$ cat config.mk
export PLATFORM = sky130hd
export DESIGN_NAME = raw_parallel_sensor_capture
export DESIGN_NICKNAME = d
export VERILOG_FILES = /design/src/raw_capture_pkg.sv /design/src/raw_parallel_sensor_capture.sv
export SDC_FILE = /design/constraint.sdc
export NUM_CORES = 1
export LEC_CHECK = 0
export BUFFER_PORTS_ARGS = -buffer_cell sky130_fd_sc_hd__buf_2
export CAP_MARGIN = 20
export CORE_MARGIN = 1.5
export CORE_UTILIZATION = 56
export DETAILED_ROUTE_END_ITERATION = 16
export PLACE_DENSITY = 0.88
export SYNTH_ARGS = -nofsm -noshare
export SYNTH_HDL_FRONTEND = slang
export SYNTH_SLANG_ARGS = --single-unit
$ cat constraint.sdc
create_clock -name sys_clk -period 4 [get_ports sys_clk]
set_input_delay 0.8 -clock sys_clk [delete_from_list [all_inputs] [get_ports sys_clk]]
set_output_delay 0.8 -clock sys_clk [all_outputs]
set_load 0.1 [all_outputs]
$ cat src/raw_capture_pkg.sv
package raw_capture_pkg;
    // register byte offsets
    localparam logic [7:0] CTRL_OFS = 8'h00;
    localparam logic [7:0] SYNC_WIDTH_OFS = 8'h04;
    localparam logic [7:0] FRAME_SIZE_OFS = 8'h08;
    localparam logic [7:0] WIN_H_OFS = 8'h0C;
    localparam logic [7:0] WIN_V_OFS = 8'h10;
    localparam logic [7:0] STATUS_OFS = 8'h14;

    // reset values
    localparam logic [31:0] CTRL_RST = 32'h0006_0000;
    localparam logic [31:0] SYNC_WIDTH_RST = 32'h0002_0010;
    localparam logic [31:0] FRAME_SIZE_RST = 32'h0020_0040;
    localparam logic [31:0] WIN_H_RST = 32'h0000_0000;
    localparam logic [31:0] WIN_V_RST = 32'h0000_0000;

    // sample width field: width is WIDTH_BASE plus the code, at most WIDTH_MAX
    localparam logic [4:0] WIDTH_BASE = 5'h08;
    localparam logic [4:0] WIDTH_MAX = 5'h10;
    localparam logic [3:0] WIDTH_CODE_MAX = 4'h8;

    // pixel bus and synchronised pin geometry
    localparam int PIX_W = 14;
    localparam int SYNC_W = PIX_W + 4;

    // control register layout, bit 0 at the bottom
    typedef struct packed {
        logic [12:0] rsvd;
        logic [3:0] sample_width_select;
        logic [1:0] input_format_select;
        logic pack8_enable;
        logic alaw_enable;
        logic pixel_clock_edge_select;
        logic write_enable_combine_logic;
        logic ext_write_enable_use;
        logic field_polarity;
        logic field_latch_mode;
        logic field_mode_enable;
        logic hsync_polarity;
        logic vsync_polarity;
        logic sync_direction_out;
        logic data_polarity_invert;
        logic capture_enable;
    } ctrl_t;

    // pins as seen after the synchroniser
    typedef struct packed {
        logic pclk;
        logic vsync;
        logic hsync;
        logic field_wen;
        logic [PIX_W-1:0] pixels;
    } pins_t;
endpackage

$ cat src/raw_parallel_sensor_capture.sv
`timescale 1ns/1ps
// Functional notes
// RULE_01: accept up to 14-bit raw pixel samples
// RULE_02: software picks sample width, 8 to 16
// RULE_03: optional inversion of incoming data bits
// RULE_04: one bit sets sync pins in or out
// RULE_05: generated vsync: width and half-lines per frame
// RULE_06: generated hsync: width and pixels per line
// RULE_07: separate vsync and hsync polarity, both directions
// RULE_08: sensor drives both syncs when inputs
// RULE_09: sensor drives field id in field mode
// RULE_10: field id optionally latched on vsync
// RULE_11: optional field id polarity inversion
// RULE_12: external write enable gates capture when used
// RULE_13: write enable AND or OR window test
// RULE_14: sample on rising or falling pixel clock
// RULE_15: software programs the frame window always
// RULE_16: 16-bit words, zero-filled, earlier pixel low
// RULE_17: optional A-law 10-to-8-bit compression
// RULE_18: packed mode: four bytes, first lowest
// RULE_19: timing from external or internal syncs
// RULE_20: line count restarts on vsync, pixels on hsync
module raw_parallel_sensor_capture (
    input wire logic sys_clk,
    input wire logic sys_rst,
    input wire logic psel,
    input wire logic penable,
    input wire logic pwrite,
    input wire logic [7:0] paddr,
    input wire logic [31:0] pwdata,
    output logic [31:0] prdata,
    output logic pready,
    output logic pslverr,
    input wire logic pixel_clock,
    input wire logic [13:0] raw_pixel_bus,
    input wire logic field_or_write_enable_pin,
    input wire logic cam_vertical_sync_i,
    output logic cam_vertical_sync_o,
    output logic cam_vertical_sync_oe,
    input wire logic cam_horizontal_sync_i,
    output logic cam_horizontal_sync_o,
    output logic cam_horizontal_sync_oe,
    output logic [31:0] mem_wdata,
    output logic mem_wvalid,
    output logic field_id
);
    raw_capture_pkg::ctrl_t ctrl_q;
    logic [31:0] sync_width_q;
    logic [31:0] frame_size_q;
    logic [31:0] win_h_q;
    logic [31:0] win_v_q;
    logic [31:0] prdata_q;
    logic pready_q;
    logic pslverr_q;
    raw_capture_pkg::pins_t meta_q;
    raw_capture_pkg::pins_t pins_q;
    logic pclk_prev_q;
    logic vs_prev_q;
    logic hs_prev_q;
    logic [15:0] px_q;
    logic [15:0] ln_q;
    logic [15:0] gen_px_q;
    logic [15:0] gen_hl_q;
    logic gen_vs_q;
    logic gen_hs_q;
    logic field_latched_q;
    logic [31:0] acc_q;
    logic [1:0] slot_q;
    logic [31:0] mem_wdata_q;
    logic mem_wvalid_q;
    logic field_id_q;
    logic vs_o_q;
    logic hs_o_q;
    logic sync_oe_q;

    // register field views
    wire [15:0] hsync_pulse_width = sync_width_q[15:0];
    wire [15:0] vsync_pulse_width = sync_width_q[31:16];
    wire [15:0] pixels_per_line = frame_size_q[15:0];
    wire [15:0] half_lines_per_frame = frame_size_q[31:16];
    wire [15:0] window_start_pixel = win_h_q[15:0];
    wire [15:0] window_pixel_count = win_h_q[31:16];
    wire [15:0] window_start_line = win_v_q[15:0];
    wire [15:0] window_line_count = win_v_q[31:16];

    // apb decode; one wait state, answer in the second access cycle
    wire acc_phase = psel & penable;
    wire wr_go = acc_phase & pready_q & pwrite;
    wire sel_ctrl = paddr == raw_capture_pkg::CTRL_OFS;
    wire sel_sw = paddr == raw_capture_pkg::SYNC_WIDTH_OFS;
    wire sel_fs = paddr == raw_capture_pkg::FRAME_SIZE_OFS;
    wire sel_wh = paddr == raw_capture_pkg::WIN_H_OFS;
    wire sel_wv = paddr == raw_capture_pkg::WIN_V_OFS;
    wire sel_st = paddr == raw_capture_pkg::STATUS_OFS;
    wire mapped = sel_ctrl | sel_sw | sel_fs | sel_wh | sel_wv | sel_st;
    wire st_write = sel_st & pwrite;
    wire in_window;
    // status: line count, window flag, field id, sync drive
    wire [31:0] status_word = {ln_q, 13'h0000, in_window, field_id_q, sync_oe_q};
    wire [31:0] rd_mux = sel_ctrl ? ctrl_q :
                         sel_sw ? sync_width_q :
                         sel_fs ? frame_size_q :
                         sel_wh ? win_h_q :
                         sel_wv ? win_v_q :
                         sel_st ? status_word : 32'h0000_0000;

    // bus answer flops
    // read data is zero outside the answer so a stale word never leaks
    always_ff @(posedge sys_clk) begin
        if (sys_rst) begin
            pready_q <= 1'b0;
            prdata_q <= 32'h0000_0000;
            pslverr_q <= 1'b0;
        end else begin
            pready_q <= acc_phase & ~pready_q;
            prdata_q <= (acc_phase & ~pready_q & ~pwrite) ? rd_mux : 32'h0000_0000;
            pslverr_q <= acc_phase & ~pready_q & (~mapped | st_write);
        end
    end

    // writable registers; the status word is read only
    // reserved control bits read back as zero
    always_ff @(posedge sys_clk) begin
        if (sys_rst) begin
            ctrl_q <= raw_capture_pkg::CTRL_RST;
            sync_width_q <= raw_capture_pkg::SYNC_WIDTH_RST;
            frame_size_q <= raw_capture_pkg::FRAME_SIZE_RST;
            win_h_q <= raw_capture_pkg::WIN_H_RST;
            win_v_q <= raw_capture_pkg::WIN_V_RST;
        end else if (wr_go) begin
            if (sel_ctrl) begin
                ctrl_q <= {13'h0000, pwdata[18:0]};
            end
            if (sel_sw) begin
                sync_width_q <= pwdata;
            end
            if (sel_fs) begin
                frame_size_q <= pwdata;
            end
            if (sel_wh) begin
                win_h_q <= pwdata; // RULE_15
            end
            if (sel_wv) begin
                win_v_q <= pwdata; // RULE_15
            end
        end
    end

    // all pins cross together, so clock and data keep their relative timing
    // the sensor must hold data three system clocks around the chosen edge
    wire raw_capture_pkg::pins_t pins_in = {pixel_clock, cam_vertical_sync_i,
        cam_horizontal_sync_i, field_or_write_enable_pin, raw_pixel_bus}; // RULE_01
    always_ff @(posedge sys_clk) begin
        if (sys_rst) begin
            meta_q <= '0;
            pins_q <= '0;
            pclk_prev_q <= 1'b0;
        end else begin
            meta_q <= pins_in;
            pins_q <= meta_q;
            pclk_prev_q <= pins_q.pclk;
        end
    end

    // pixel clock edge pick
    // the detector resets low like the idle pin, so reset makes no false tick
    wire pclk_rise = pins_q.pclk & ~pclk_prev_q;
    wire pclk_fall = ~pins_q.pclk & pclk_prev_q;
    wire tick = ctrl_q.pixel_clock_edge_select ? pclk_fall : pclk_rise; // RULE_14

    // sync sources: pins in input mode, own generator in output mode
    wire ext_vs = pins_q.vsync ^ ctrl_q.vsync_polarity; // RULE_07 RULE_08
    wire ext_hs = pins_q.hsync ^ ctrl_q.hsync_polarity; // RULE_07 RULE_08
    wire vs_act = ctrl_q.sync_direction_out ? gen_vs_q : ext_vs; // RULE_04 RULE_19
    wire hs_act = ctrl_q.sync_direction_out ? gen_hs_q : ext_hs; // RULE_04 RULE_19
    wire vs_rise = tick & vs_act & ~vs_prev_q;
    wire hs_rise = tick & hs_act & ~hs_prev_q;

    // internal timing generator, advanced by pixel clock edges
    wire [15:0] line_last = pixels_per_line - 16'h0001;
    // an odd line length puts the mid-line half step half a pixel early
    wire [15:0] half_last = (pixels_per_line >> 1) - 16'h0001;
    wire gen_eol = gen_px_q == line_last;
    wire gen_half = gen_eol | (gen_px_q == half_last);
    wire gen_eof = gen_hl_q == half_lines_per_frame - 16'h0001;
    wire [16:0] vs_halves = {vsync_pulse_width, 1'b0};
    always_ff @(posedge sys_clk) begin
        if (sys_rst) begin
            gen_px_q <= 16'h0000;
            gen_hl_q <= 16'h0000;
            gen_vs_q <= 1'b0;
            gen_hs_q <= 1'b0;
        end else begin
            if (!ctrl_q.sync_direction_out) begin
                gen_px_q <= 16'h0000;
                gen_hl_q <= 16'h0000;
            end else if (tick) begin
                gen_px_q <= gen_eol ? 16'h0000 : gen_px_q + 16'h0001; // RULE_06
                if (gen_half) begin
                    gen_hl_q <= gen_eof ? 16'h0000 : gen_hl_q + 16'h0001; // RULE_05
                end
            end
            gen_hs_q <= ctrl_q.sync_direction_out & (gen_px_q < hsync_pulse_width); // RULE_06
            gen_vs_q <= ctrl_q.sync_direction_out & ({1'b0, gen_hl_q} < vs_halves); // RULE_05
        end
    end

    // sync pin drivers; enable follows the direction bit
    // in input mode the generator idles, so the levels sit at their inactive polarity
    always_ff @(posedge sys_clk) begin
        if (sys_rst) begin
            vs_o_q <= 1'b0;
            hs_o_q <= 1'b0;
            sync_oe_q <= 1'b0;
        end else begin
            vs_o_q <= gen_vs_q ^ ctrl_q.vsync_polarity; // RULE_07
            hs_o_q <= gen_hs_q ^ ctrl_q.hsync_polarity; // RULE_07
            sync_oe_q <= ctrl_q.sync_direction_out; // RULE_04
        end
    end

    // position of the pixel on this tick; the pixel that brings a sync edge is index 0,
    // so the window test never judges it by the previous line's count
    wire [15:0] px_cur = hs_rise ? 16'h0000 : px_q + 16'h0001; // RULE_20
    wire [15:0] ln_cur = vs_rise ? 16'h0000 :
                         hs_rise ? ln_q + 16'h0001 : ln_q; // RULE_20

    // frame position counters; they move only on a tick, so a stopped clock freezes them
    always_ff @(posedge sys_clk) begin
        if (sys_rst) begin
            vs_prev_q <= 1'b0;
            hs_prev_q <= 1'b0;
            px_q <= 16'h0000;
            ln_q <= 16'h0000;
        end else if (tick) begin
            vs_prev_q <= vs_act;
            hs_prev_q <= hs_act;
            px_q <= px_cur; // RULE_20
            ln_q <= ln_cur; // RULE_20
        end
    end

    // frame window test, sums kept one bit wider against wrap
    wire [16:0] px_end = {1'b0, window_start_pixel} + {1'b0, window_pixel_count};
    wire [16:0] ln_end = {1'b0, window_start_line} + {1'b0, window_line_count};
    assign in_window = (px_cur >= window_start_pixel) & ({1'b0, px_cur} < px_end) &
                       (ln_cur >= window_start_line) & ({1'b0, ln_cur} < ln_end);

    // field id and write enable share one pin; field mode takes precedence
    wire field_raw = pins_q.field_wen ^ ctrl_q.field_polarity; // RULE_11 RULE_09
    wire field_now = ctrl_q.field_latch_mode ? field_latched_q : field_raw; // RULE_10
    wire ext_wen = pins_q.field_wen & ~ctrl_q.field_mode_enable;
    wire wen_and = ext_wen & in_window;
    wire wen_or = ext_wen | in_window;
    wire wen_mix = ctrl_q.write_enable_combine_logic ? wen_or : wen_and; // RULE_13
    wire qual = ctrl_q.ext_write_enable_use ? wen_mix : in_window; // RULE_12
    // capture_enable low stops every word, a partial one included
    wire take = tick & qual & ctrl_q.capture_enable;

    // latched field id moves only on an active vsync edge
    always_ff @(posedge sys_clk) begin
        if (sys_rst) begin
            field_latched_q <= 1'b0;
            field_id_q <= 1'b0;
        end else begin
            if (vs_rise) begin
                field_latched_q <= field_raw; // RULE_10
            end
            field_id_q <= ctrl_q.field_mode_enable & field_now;
        end
    end

    // sample width mask and data polarity
    // codes above eight clamp to sixteen bits rather than wrap
    wire [3:0] wcode = ctrl_q.sample_width_select;
    wire [4:0] wbits = (wcode > raw_capture_pkg::WIDTH_CODE_MAX) ? raw_capture_pkg::WIDTH_MAX :
                       raw_capture_pkg::WIDTH_BASE + {1'b0, wcode}; // RULE_02
    wire [15:0] wmask = 16'hFFFF >> (raw_capture_pkg::WIDTH_MAX - wbits); // RULE_02
    wire [13:0] pix_pol = pins_q.pixels ^ {14{ctrl_q.data_polarity_invert}}; // RULE_03
    wire [15:0] pix16 = {2'b00, pix_pol} & wmask; // RULE_16

    // segment compression: linear below 64, then 5-bit mantissa per octave
    function automatic logic [7:0] alaw10(input logic [9:0] x);
        logic [7:0] y;
        y = {2'b00, x[5:0]};
        if (x[9]) begin
            y = {3'h5, x[8:4]};
        end else if (x[8]) begin
            y = {3'h4, x[7:3]};
        end else if (x[7]) begin
            y = {3'h3, x[6:2]};
        end else if (x[6]) begin
            y = {3'h2, x[5:1]};
        end
        return y;
    endfunction

    wire [7:0] comp = alaw10(pix16[9:0]); // RULE_17
    wire [7:0] byte_val = ctrl_q.alaw_enable ? comp : pix16[7:0];
    wire [15:0] half_val = ctrl_q.alaw_enable ? {8'h00, comp} : pix16;
    wire [1:0] slot_last = ctrl_q.pack8_enable ? 2'h3 : 2'h1;
    // a vsync edge pixel opens a fresh word; the partial word before it is lost
    wire [1:0] slot_cur = vs_rise ? 2'h0 : slot_q;
    wire word_done = take & (slot_cur == slot_last);
    // new pixels shift in at the top so the first one ends lowest
    wire [31:0] acc_pack = {byte_val, acc_q[31:8]}; // RULE_18
    wire [31:0] acc_half = {half_val, acc_q[31:16]}; // RULE_16
    wire [31:0] acc_next = ctrl_q.pack8_enable ? acc_pack : acc_half;

    // word assembly; a partial word is dropped at frame start so frames stay aligned
    always_ff @(posedge sys_clk) begin
        if (sys_rst) begin
            acc_q <= 32'h0000_0000;
            slot_q <= 2'h0;
            mem_wdata_q <= 32'h0000_0000;
            mem_wvalid_q <= 1'b0;
        end else begin
            mem_wvalid_q <= word_done;
            if (!ctrl_q.capture_enable) begin
                slot_q <= 2'h0;
            end else if (take) begin
                acc_q <= acc_next;
                slot_q <= word_done ? 2'h0 : slot_cur + 2'h1;
                if (word_done) begin
                    mem_wdata_q <= acc_next; // RULE_16 RULE_18
                end
            end else if (vs_rise) begin
                slot_q <= 2'h0;
            end
        end
    end

    assign prdata = prdata_q;
    assign pready = pready_q;
    assign pslverr = pslverr_q;
    assign cam_vertical_sync_o = vs_o_q;
    assign cam_horizontal_sync_o = hs_o_q;
    assign cam_vertical_sync_oe = sync_oe_q;
    assign cam_horizontal_sync_oe = sync_oe_q;
    assign mem_wdata = mem_wdata_q;
    assign mem_wvalid = mem_wvalid_q;
    assign field_id = field_id_q;
endmodule

Word level (Yosys, flattened, before mapping). Index checks and enable logic that the tools add are counted.

Flip-flop bits (word level): 358. Input bits: 63. Output and inout port bits: 72. Word-level logic and storage cells: 172.

Add/subtract/negate cells: 12. $lt $le $gt $ge: 7. Equal/unequal tests: 9. Shift operators: 1. Multiplexer cells: 29. Bitwise operators: 50. Reduce and logical (&&, ||, !) cells: 13.

Operators by type and width (count): 32-bit two-way mux (6); 16-bit two-way mux (6); 16-bit by 1-bit adder with 16-bit output (second input constant) (4); 16-bit by 17-bit less-than comparator with 1-bit output (3); 16-bit == test (3); 16-bit by 16-bit adder with 17-bit output (2); 16-bit >= comparator (2); 16-bit by 1-bit subtractor with 16-bit output (second input constant) (2); 1-bit bitwise AND (24); 8-bit two-way mux (3); 19-bit two-way mux (1); 14-bit by 16-bit bitwise AND with 16-bit output (1); 8-bit by 4-bit == test with 1-bit output (second input constant) (2); 8-bit by 5-bit == test with 1-bit output (second input constant) (2); 16-bit less-than comparator (1); 16-bit by 5-bit >> shifter with 16-bit output (first input constant) (1); 15-bit by 1-bit subtractor with 16-bit output (second input constant) (1); 7-bit two-way mux (2); 2-bit AND reduction (7); 14-bit bitwise XOR (1); 1-bit NOT (11); 8-bit by 3-bit == test with 1-bit output (second input constant) (1); 8-bit zero test (1); 2-bit two-way mux (4); 12 further kinds (30).

Logic depth before layout (Yosys ltp). Gate-level depths: netlist (run 1).

Depth in word-level cells: 18. Depth in mapped cells: 23. Mapped depth without buffers: 22.

Worst setup path after synthesis (run 1). OpenSTA, ideal clock, no wires.

Path type: register to register. From: register win_h_q[0]. To: register mem_wdata_q[1] (netlist: mem_wdata[1]). Setup time: 0.128 ns. Arrival time: 4.320 ns. Data required time: 3.872 ns. Slack: -0.448 ns. Cell stages (with the launch flop): 22. Buffers on the path: 1. Period minus slack after synthesis: 4.448 ns. Cell sequence: dfxtp_1 ha_1 fa_1 a211oi_1 o21ai_0 and3b_1 o21ai_0 nand2b_1 a21oi_1 xnor2_1 ha_1 a21o_1 a211o_1 nor2_1 nand3_1 o31a_1 a221o_1 nor2_1 o211ai_1 buf_2 mux2i_1 nor2_1.

Longest elaborated chain between the ends: 12. Elaborated cells between the ends (all ways): 14. Those cells by class: 1 x add/sub; 2 x order compare; 2 x mux; 8 x bitwise; 1 x reduce/logical.

RTL lines: start: declaration (RTL line raw_parallel_sensor_capture.sv:50) `logic [31:0] win_h_q;`; start signal: assignment (RTL line raw_parallel_sensor_capture.sv:128) `win_h_q <= raw_capture_pkg::WIN_H_RST;`; start signal: assignment (RTL line raw_parallel_sensor_capture.sv:141) `win_h_q <= pwdata;`; 16-bit by 16-bit adder with 17-bit output (RTL line raw_parallel_sensor_capture.sv:244) `wire [16:0] px_end = {1'b0, window_start_pixel} + {1'b0, window_pixel_count};`; 16-bit by 17-bit less-than comparator with 1-bit output (RTL line raw_parallel_sensor_capture.sv:246) `assign in_window = (px_cur >= window_start_pixel) & ({1'b0, px_cur} < px_end) &`; 1-bit bitwise AND (*) (2 in a row) (RTL line raw_parallel_sensor_capture.sv:246); 1-bit bitwise AND (*) (RTL line raw_parallel_sensor_capture.sv:247) `(ln_cur >= window_start_line) & ({1'b0, ln_cur} < ln_end);`; 1-bit bitwise AND / 1-bit bitwise OR (equally long branches) (RTL line raw_parallel_sensor_capture.sv:253, raw_parallel_sensor_capture.sv:254); 1-bit two-way mux (RTL line raw_parallel_sensor_capture.sv:255) `wire wen_mix = ctrl_q.write_enable_combine_logic ? wen_or : wen_and;`; 1-bit two-way mux (*) (RTL line raw_parallel_sensor_capture.sv:256) `wire qual = ctrl_q.ext_write_enable_use ? wen_mix : in_window;`; 1-bit bitwise AND (*) (2 in a row) (RTL line raw_parallel_sensor_capture.sv:258) `wire take = tick & qual & ctrl_q.capture_enable;`; 1-bit bitwise AND (RTL line raw_parallel_sensor_capture.sv:304) `wire word_done = take & (slot_cur == slot_last);`; 3-bit AND reduction (no line) (*); end signal: assignment (RTL line raw_parallel_sensor_capture.sv:325) `mem_wdata_q <= acc_next;`; end: declaration (RTL line raw_parallel_sensor_capture.sv:69) `logic [31:0] mem_wdata_q;`.

Mark *: on every way between the ends. The rest lies on a longest branch, timed or not. A chain may end at the register's enable or synchronous reset.

Worst setup path after layout (run 1).
From: register win_h_q[16]. To: register mem_wdata_q[29] (netlist: mem_wdata[29]).

Longest elaborated chain between the ends: 12. Elaborated cells between the ends (all ways): 13. Those cells by class: 1 x add/sub; 1 x order compare; 2 x mux; 8 x bitwise; 1 x reduce/logical.

RTL lines (RTL line): 16-bit by 16-bit adder with 17-bit output (*) (raw_parallel_sensor_capture.sv:244); 16-bit by 17-bit less-than comparator with 1-bit output (*) (raw_parallel_sensor_capture.sv:246); 1-bit bitwise AND (*) (2 in a row) (raw_parallel_sensor_capture.sv:246); 1-bit bitwise AND (*) (raw_parallel_sensor_capture.sv:247); 1-bit bitwise AND / 1-bit bitwise OR (equally long branches) (raw_parallel_sensor_capture.sv:253, raw_parallel_sensor_capture.sv:254); 1-bit two-way mux (raw_parallel_sensor_capture.sv:255); 1-bit two-way mux (*) (raw_parallel_sensor_capture.sv:256); 1-bit bitwise AND (*) (2 in a row) (raw_parallel_sensor_capture.sv:258); 1-bit bitwise AND (raw_parallel_sensor_capture.sv:304); 3-bit AND reduction (no line) (*).

Marks and branches as above.

==> impl_metrics.py, run 1 <==
metrics = {
    "die": {
        "dieArea_mm2": 0.03668,
        "io_pins": 135,
        "start_util_pct": 57.19,
        "die-height_um": 191.5,
        "core_mm2": 0.03480,
        "die_w_um": 191.5,
        "num_rows": 68,
    },
    "timing": {
        "drv_slew": 0,
        "final.setup.tns_ns": -38.29,
        "final-setup-viol-count": 60,
        "fmax_ghz": 0.2089,
        "max_slew_margin_pct": 30.03,
        "finalCritPeriodShare_pct": 119.7,
        "finalCriticalPeriod_ns": 4.787,
        "rsz0062_at_grt": "yes",
        "finalClockSkew_ns": 0.02464,
        "worstMarginPinSlew_ns": 1.049,
        "hold_slack_ns": 0.4289,
        "worst_slack_ns": -0.7872,
        "hold_violations": 0,
    },
    "place": {
        "dp_cells": 3137,
        "place_area_mm2": 0.02231,
        "pre_cts_slack_ns": -0.7897,
        "hpwl_um": 49230,
        "place_congestion": 1.027,
        "io_buffers": 134,
    },
    "power": {
        "p_comb_share_pct": 3.7,
        "switching_share_pct": 23.33,
        "p_per_area_mw_per_mm2": 314.8,
        "p_seq_share_pct": 46.2,
        "power_leakage_uw": 0.01013,
        "p_sw_uw": 1772,
        "max-vdd-ir-drop_mv": 0.5087,
        "internal_power_uw": 5823,
        "clkPwrFrac_pct": 50.0,
    },
    "yosys": {
        "synth-edff-count": 0,
        "ys_async_sr_fraction_pct": 0,
        "synthTopCellsByCount": "nand2_1 (403), dfxtp_1 (350), a21oi_1 (257)",
        "post-synth-top-count-cell": "nand2_1",
        "synth_cells": 2480,
        "avgSynthCellArea_um2": 8.025,
        "ys_types": 77,
        "syn_area_mm2": 0.01990,
        "yosys.area.top_type": "dfxtp_1",
        "ys.flop_type": "dfxtp_1",
        "synth_top_area_share_pct": 35.20,
        "ys_warn_count": 0,
        "ys_ff_latch": 350,
        "ys_seq_area_share_pct": 35.20,
        "syn-num-nets": 2680,
        "yosys-top-cells-area": "dfxtp_1 (35%), ha_1 (8.5%), nand2_1 (7.6%)",
    },
    "global_route": {
        "grt_pass1_wl_um": 103900,
        "grt_pass1_vias": 19010,
        "antenna_found_initial": 2,
        "grt_start_max_net_pins": 227,
        "grtUsageTotal_pct": 36.66,
        "grt-ovfl-total": 0,
    },
    "outcome": {
        "violations": "negative setup slack",
        "outcome": "finished, violations left",
    },
    "setup_path": {
        "critPathKind": "reg2reg",
        "cp_max_fo": 8,
        "critPathBufInv": 2,
        "path_cells": "ha_4, fa_2, a211oi_2, o21ai_1, and3b_1, o21ai_1, nand2b_1, a21oi_2, xnor2_1, ha_1, a21o_1, a211o_1, nor2_1, nand3_1, o31a_1, a221o_1, a21oi_2, o211ai_1, buf_4, clkbuf_16, mux2i_4, nor2_1",
        "end_kind": "register",
        "critical_path_arrival_ns": 5.28,
        "cpPeakStageDelay_ns": 0.44,
        "cp_slowest_cell": "a221o_1",
        "worstPathRequired_ns": 4.49,
        "critPathTopFamily": "compound AO/OA/AOI/OAI gates",
        "setup.worst_path.start_class": "register",
    },
    "cts": {
        "hold_buffers": 0,
        "clockBufferDepth": 3,
        "cts_sinks": 350,
        "clk_pin_slew_ns": 0.06,
        "cts_max_level": 2,
        "numCtsBuffers": 38,
        "cts_root_buf": "clkbuf_16",
        "clkLatencyLatePin_ns": 0.58,
        "cts_tree": "yes",
    },
    "detailed_routing": {
        "antenna_left": 0,
        "wl_um": 67910,
        "vias_per_cell": 6.091,
        "dr_total_vias": 19670,
        "drtIter0Drc": 1949,
        "first_pass_iters": 6,
        "routedWlPerCell_um": 21.03,
        "drc": 0,
    },
    "cells_and_area": {
        "final_area_mm2": 0.02413,
        "final_nets": 2945,
        "final.fill_count": 2634,
        "ff_latch_area_mm2": 0.007022,
        "fin_cells": 3229,
        "num_antenna_cells": 0,
        "drive_gt1_share_pct": 20.15,
        "multi_input_area_mm2": 0.01220,
        "area_growth_pct": 21.22,
    },
    "min_path": {
        "hold_class": "in2reg",
    },
    "run": {
        "cap_violations": 0,
    },
}
[what timing repair did]
item | CTS | global route
pin swaps | 28 | 15
gates cloned | 5 | 0
buffers inserted | 15 | 10
endpoints found under the setup margin | 60 | 60
resized for setup | 46 | 29
[flip-flops by register name, summed over array words and instances, names as in the netlist, 18 cells and up]
| signal | count |
|---|---|
| win_v_q | 32 |
| meta_q | 18 |
| mem_wdata | 32 |
| prdata | 32 |
| frame_size_q | 32 |
| win_h_q | 32 |
| acc_q | 24 |
| pins_q | 18 |
| sync_width_q | 32 |
[placed cells by master, fill, tap and decap left out, types with 10 or more instances in the layout]
| cell | netlist | final |
|---|---|---|
| a211oi_1 | 17 | 15 |
| a21o_1 | 29 | 29 |
| a21oi_1 | 257 | 251 |
| a22oi_1 | 32 | 31 |
| and3_1 | 24 | 24 |
| buf_2 | 12 | 133 |
| buf_4 | 2 | 232 |
| clkbuf_16 | 0 | 40 |
| dfxtp_1 | 350 | 342 |
| ha_1 | 135 | 132 |
| inv_1 | 97 | 96 |
| mux2_2 | 21 | 21 |
| mux2i_1 | 92 | 80 |
| nand2_1 | 403 | 402 |
| nand2b_1 | 22 | 21 |
| nand3_1 | 34 | 34 |
| nand3b_1 | 10 | 10 |
| nand4_1 | 29 | 29 |
| nor2_1 | 228 | 224 |
| nor2b_1 | 57 | 55 |
| nor3_1 | 38 | 36 |
| nor4_1 | 18 | 16 |
| o211ai_1 | 13 | 13 |
| o21ai_0 | 78 | 72 |
| o22a_1 | 16 | 16 |
| o22ai_1 | 18 | 18 |
| or3_1 | 13 | 13 |
| xnor2_1 | 92 | 91 |
| xor2_1 | 72 | 72 |
[cells by family (layout without fill, tap and decap cells)]
| kind of cell | Yosys count | in the layout | synth area share (%) |
|---|---|---|---|
| muxes | 113 | 113 | 5.815 |
| buffers and inverters | 251 | 545 | 5.098 |
| xor gates and xnor gates | 164 | 164 | 7.217 |
| and+or+nand+nor | 932 | 932 | 21.57 |
| DFF | 350 | 350 | 35.20 |
| adders and majority gates | 137 | 137 | 8.688 |
| AOI/OAI and AO/OA | 533 | 533 | 16.41 |
[worst paths after layout]
check / startpoint / end / slack, ns / cells after the start
setup / recovery: win_h_q[16] / mem_wdata[29] / -0.79 / 22
hold / removal: raw_pixel_bus[4] / meta_q[4] / 0.43 / 2
setup reg to reg: win_h_q[16] / mem_wdata[29] / -0.79 / 22
hold reg to reg: meta_q[8] / pins_q[8] / 0.44 / 1
[power groups by stage]
| stage | logic (uW) | clock network [uW] | registers, uW |
|---|---|---|---|
| after floorplan | 137 | 0 | 3590 |
| after global placement | 266 | 0 | 3590 |
| after detailed placement | 269 | 0 | 3590 |
| after CTS | 272 | 3800 | 3510 |
| after global routing | 296 | 3930 | 3510 |
| final | 284 | 3800 | 3510 |
[final cells by class]
type	instances	share of cell area (%)
clock buffers	47	4.418
repair buffers	379	10.92
well taps	455	2.360
clock inverters	22	1.136
flip-flops and latches	350	29.10
multi-input cells	1879	50.56
inverters	97	1.509
[metal layers]
| layer | GRT usage [%] | up-vias | wire (um) |
|---|---|---|---|
| met5 | 0 | - | 13 |
| met4 | 19.77 | 2 | 3682 |
| met3 | 6.921 | 228 | 6475 |
| met2 | 59.64 | 1105 | 30920 |
| met1 | 45.83 | 9247 | 26820 |
| li1 | - | 9086 | - |
[through the flow]
stage / total power, uW / util, %
after floorplan: 3731 / -
after global placement: 3856 / 64.12
after detailed placement: 3859 / 64.12
after CTS: 7588 / 69.08
after global routing: 7741 / 69.33
final: 7595 / 69.33
No activity file was read; power rests on OpenSTA's default activity.
==> run 2, diff against run 1 <==
--- a/config.mk
+++ b/config.mk
@@ -5,12 +5,12 @@
 export SDC_FILE = /design/constraint.sdc
 export NUM_CORES = 1
 export LEC_CHECK = 0
-export BUFFER_PORTS_ARGS = -buffer_cell sky130_fd_sc_hd__buf_2
+export BUFFER_PORTS_ARGS = -buffer_cell sky130_fd_sc_hd__clkbuf_2
 export CAP_MARGIN = 20
 export CORE_MARGIN = 1.5
-export CORE_UTILIZATION = 56
+export CORE_UTILIZATION = 41
 export DETAILED_ROUTE_END_ITERATION = 16
-export PLACE_DENSITY = 0.88
+export PLACE_DENSITY = 0.7
 export SYNTH_ARGS = -nofsm -noshare
 export SYNTH_HDL_FRONTEND = slang
 export SYNTH_SLANG_ARGS = --single-unit
==> impl_metrics.py, run 2 (synthesis results as in run 1) <==
metrics = {
    "cts": {
        "cts_root_buf": "clkbuf_16",
        "clk_pin_slew_ns": 0.06,
        "cts_sinks": 350,
        "numCtsBuffers": 41,
        "clkLatencyLatePin_ns": 0.59,
        "clockBufferDepth": 3,
        "cts_max_level": 2,
        "cts_tree": "yes",
    },
    "setup_path": {
        "cp_max_fo": 10,
        "critPathKind": "reg2reg",
        "worstPathRequired_ns": 4.43,
        "critical_path_arrival_ns": 5.21,
        "setup.worst_path.start_class": "register",
        "end_kind": "register",
    },
    "cells_and_area": {
        "final.fill_count": 4410,
        "area_growth_pct": 23.35,
        "layout_common_cells": "nand2_1 (401), dfxtp_1 (344), buf_4 (261)",
        "final_area_mm2": 0.02455,
        "final_core_util_pct": 51.31,
        "final_nets": 2975,
        "fin_cells": 3422,
        "final_common_cell": "nand2_1",
        "drive_gt1_share_pct": 20.24,
        "num_antenna_cells": 0,
    },
    "die": {
        "die-height_um": 223.3,
        "die_w_um": 223.3,
        "io_pins": 135,
        "core_mm2": 0.04785,
        "num_rows": 80,
        "start_util_pct": 41.60,
        "dieArea_mm2": 0.04987,
    },
    "power": {
        "max-vdd-ir-drop_mv": 0.2743,
        "p_per_area_mw_per_mm2": 323.0,
        "power_leakage_uw": 0.01036,
    },
    "timing": {
        "finalCriticalPeriod_ns": 4.780,
        "worst_slack_ns": -0.7803,
        "final-setup-viol-count": 60,
        "final.setup.tns_ns": -41.98,
        "max_slew_margin_pct": 29.10,
        "hold_violations": 0,
        "finalClockSkew_ns": 0.03638,
        "rsz0062_at_grt": "yes",
        "hold_slack_ns": 0.4289,
        "finalCritPeriodShare_pct": 119.5,
        "fmax_ghz": 0.2092,
        "drv_slew": 0,
        "worstMarginPinSlew_ns": 1.064,
    },
    "global_route": {
        "grt_pass1_wl_um": 105200,
        "grtUsageMet2_pct": 42.51,
        "grt-ovfl-total": 0,
        "antenna_found_initial": 0,
        "grt_busiest_layer": "met2",
        "use_met1_pct": 36.33,
        "grt_pass1_vias": 18410,
        "grt_use_met3_pct": 4.807,
        "grtUsageTotal_pct": 27.15,
        "grt_start_max_net_pins": 98,
    },
    "detailed_routing": {
        "vias_per_cell": 5.625,
        "dr_total_vias": 19250,
        "antenna_left": 0,
        "drc": 0,
        "first_pass_iters": 6,
        "routedWlPerCell_um": 20.15,
        "drtIter0Drc": 2071,
        "wl_um": 68950,
    },
    "min_path": {
        "hold_class": "in2reg",
    },
    "outcome": {
        "outcome": "finished, violations left",
        "violations": "negative setup slack",
    },
    "place": {
        "place_area_mm2": 0.02281,
        "hpwl_um": 52460,
        "io_buffers": 134,
        "dp_cells": 3338,
        "place_congestion": 1.010,
    },
    "run": {
        "cap_violations": 0,
    },
}
## run 2: cell types whose count changed in the layout (fill, tap and decap cells not counted), moves of 3 or more
cell,change
mux2i_2,-4
buf_2,-132
clkbuf_2,+132
mux2i_4,-6
clkinv_2,-3
clkbuf_1,+4
buf_4,+29
mux2i_1,+10
clkbuf_16,+5
## run 2: timing repair
item / in CTS / in global routing
setup buffers: 1 / 5
gates cloned: 0 / 4
gates resized for setup: 8 / 28
pin swaps: 3 / 21
hold buffers: 0 / 0
setup endpoints to repair: 60 / 62
## run 2: worst paths after layout
check / slack [ns] / from / endpoint / cells after the start
worst max-delay path: -0.78 / win_h_q[16] / mem_wdata[6] / 22
worst min-delay path: 0.43 / raw_pixel_bus[4] / meta_q[4] / 2
worst max register to register: -0.78 / win_h_q[16] / mem_wdata[6] / 22
worst min register to register: 0.43 / meta_q[10] / pins_q[10] / 1
## run 2: per-stage QoR
step | power, uW | setup slack, ns
3_5_place_dp | 3871 | -0.8151
2_1_floorplan | 3731 | -0.1755
6_report | 7929 | -0.7803
4_1_cts | 7982 | -0.7581
5_1_grt | 8136 | -1.005
3_3_place_gp | 3870 | -0.7337
## run 2: worst max-delay path: stages, from the launching register on
cell      delay [ns]
dfxtp_4         0.36
ha_4            0.16
fa_2            0.37
a211oi_4        0.29
o21ai_2         0.09
and3b_1         0.19
o21ai_1         0.13
nand2b_1        0.08
a21oi_2         0.14
xnor2_1         0.16
ha_1            0.28
a21o_1          0.19
a211o_1         0.28
nor2_1          0.09
nand3_1         0.10
o31a_1          0.37
a221o_2         0.47
a21oi_2         0.18
o211ai_1        0.10
buf_4           0.20
buf_12          0.15
mux2i_2         0.18
nor2_1          0.06
## run 2: area by class of cell
class | instances | area, um2 | area share, %
Timing Repair Buffer | 406 | 2840 | 11.57
Inverter | 97 | 364.1 | 1.483
Sequential cell | 350 | 7017 | 28.58
Tap cell | 615 | 769.5 | 3.134
Clock inverter | 20 | 320.3 | 1.305
Multi-Input combinational cell | 1879 | 12070 | 49.16
Clock buffer | 55 | 1170 | 4.765
## run 2: metal layers
| layer | up-vias | part of all wire (%) |
|---|---|---|
| li1 | 9130 | - |
| met4 | 0 | 4.6 |
| met2 | 806 | 44 |
| met1 | 9140 | 43 |
| met5 | - | 0 |
| met3 | 172 | 8.4 |
## run 2: where the power goes
| group | total (uW) | internal (uW) | switching [uW] | leakage (uW) |
|---|---|---|---|---|
| Combinational | 292 | 83.7 | 208 | 0.00681 |
| Sequential | 3510 | 3500 | 7.74 | 0.00283 |
| Clock | 4130 | 2530 | 1600 | 0.000723 |
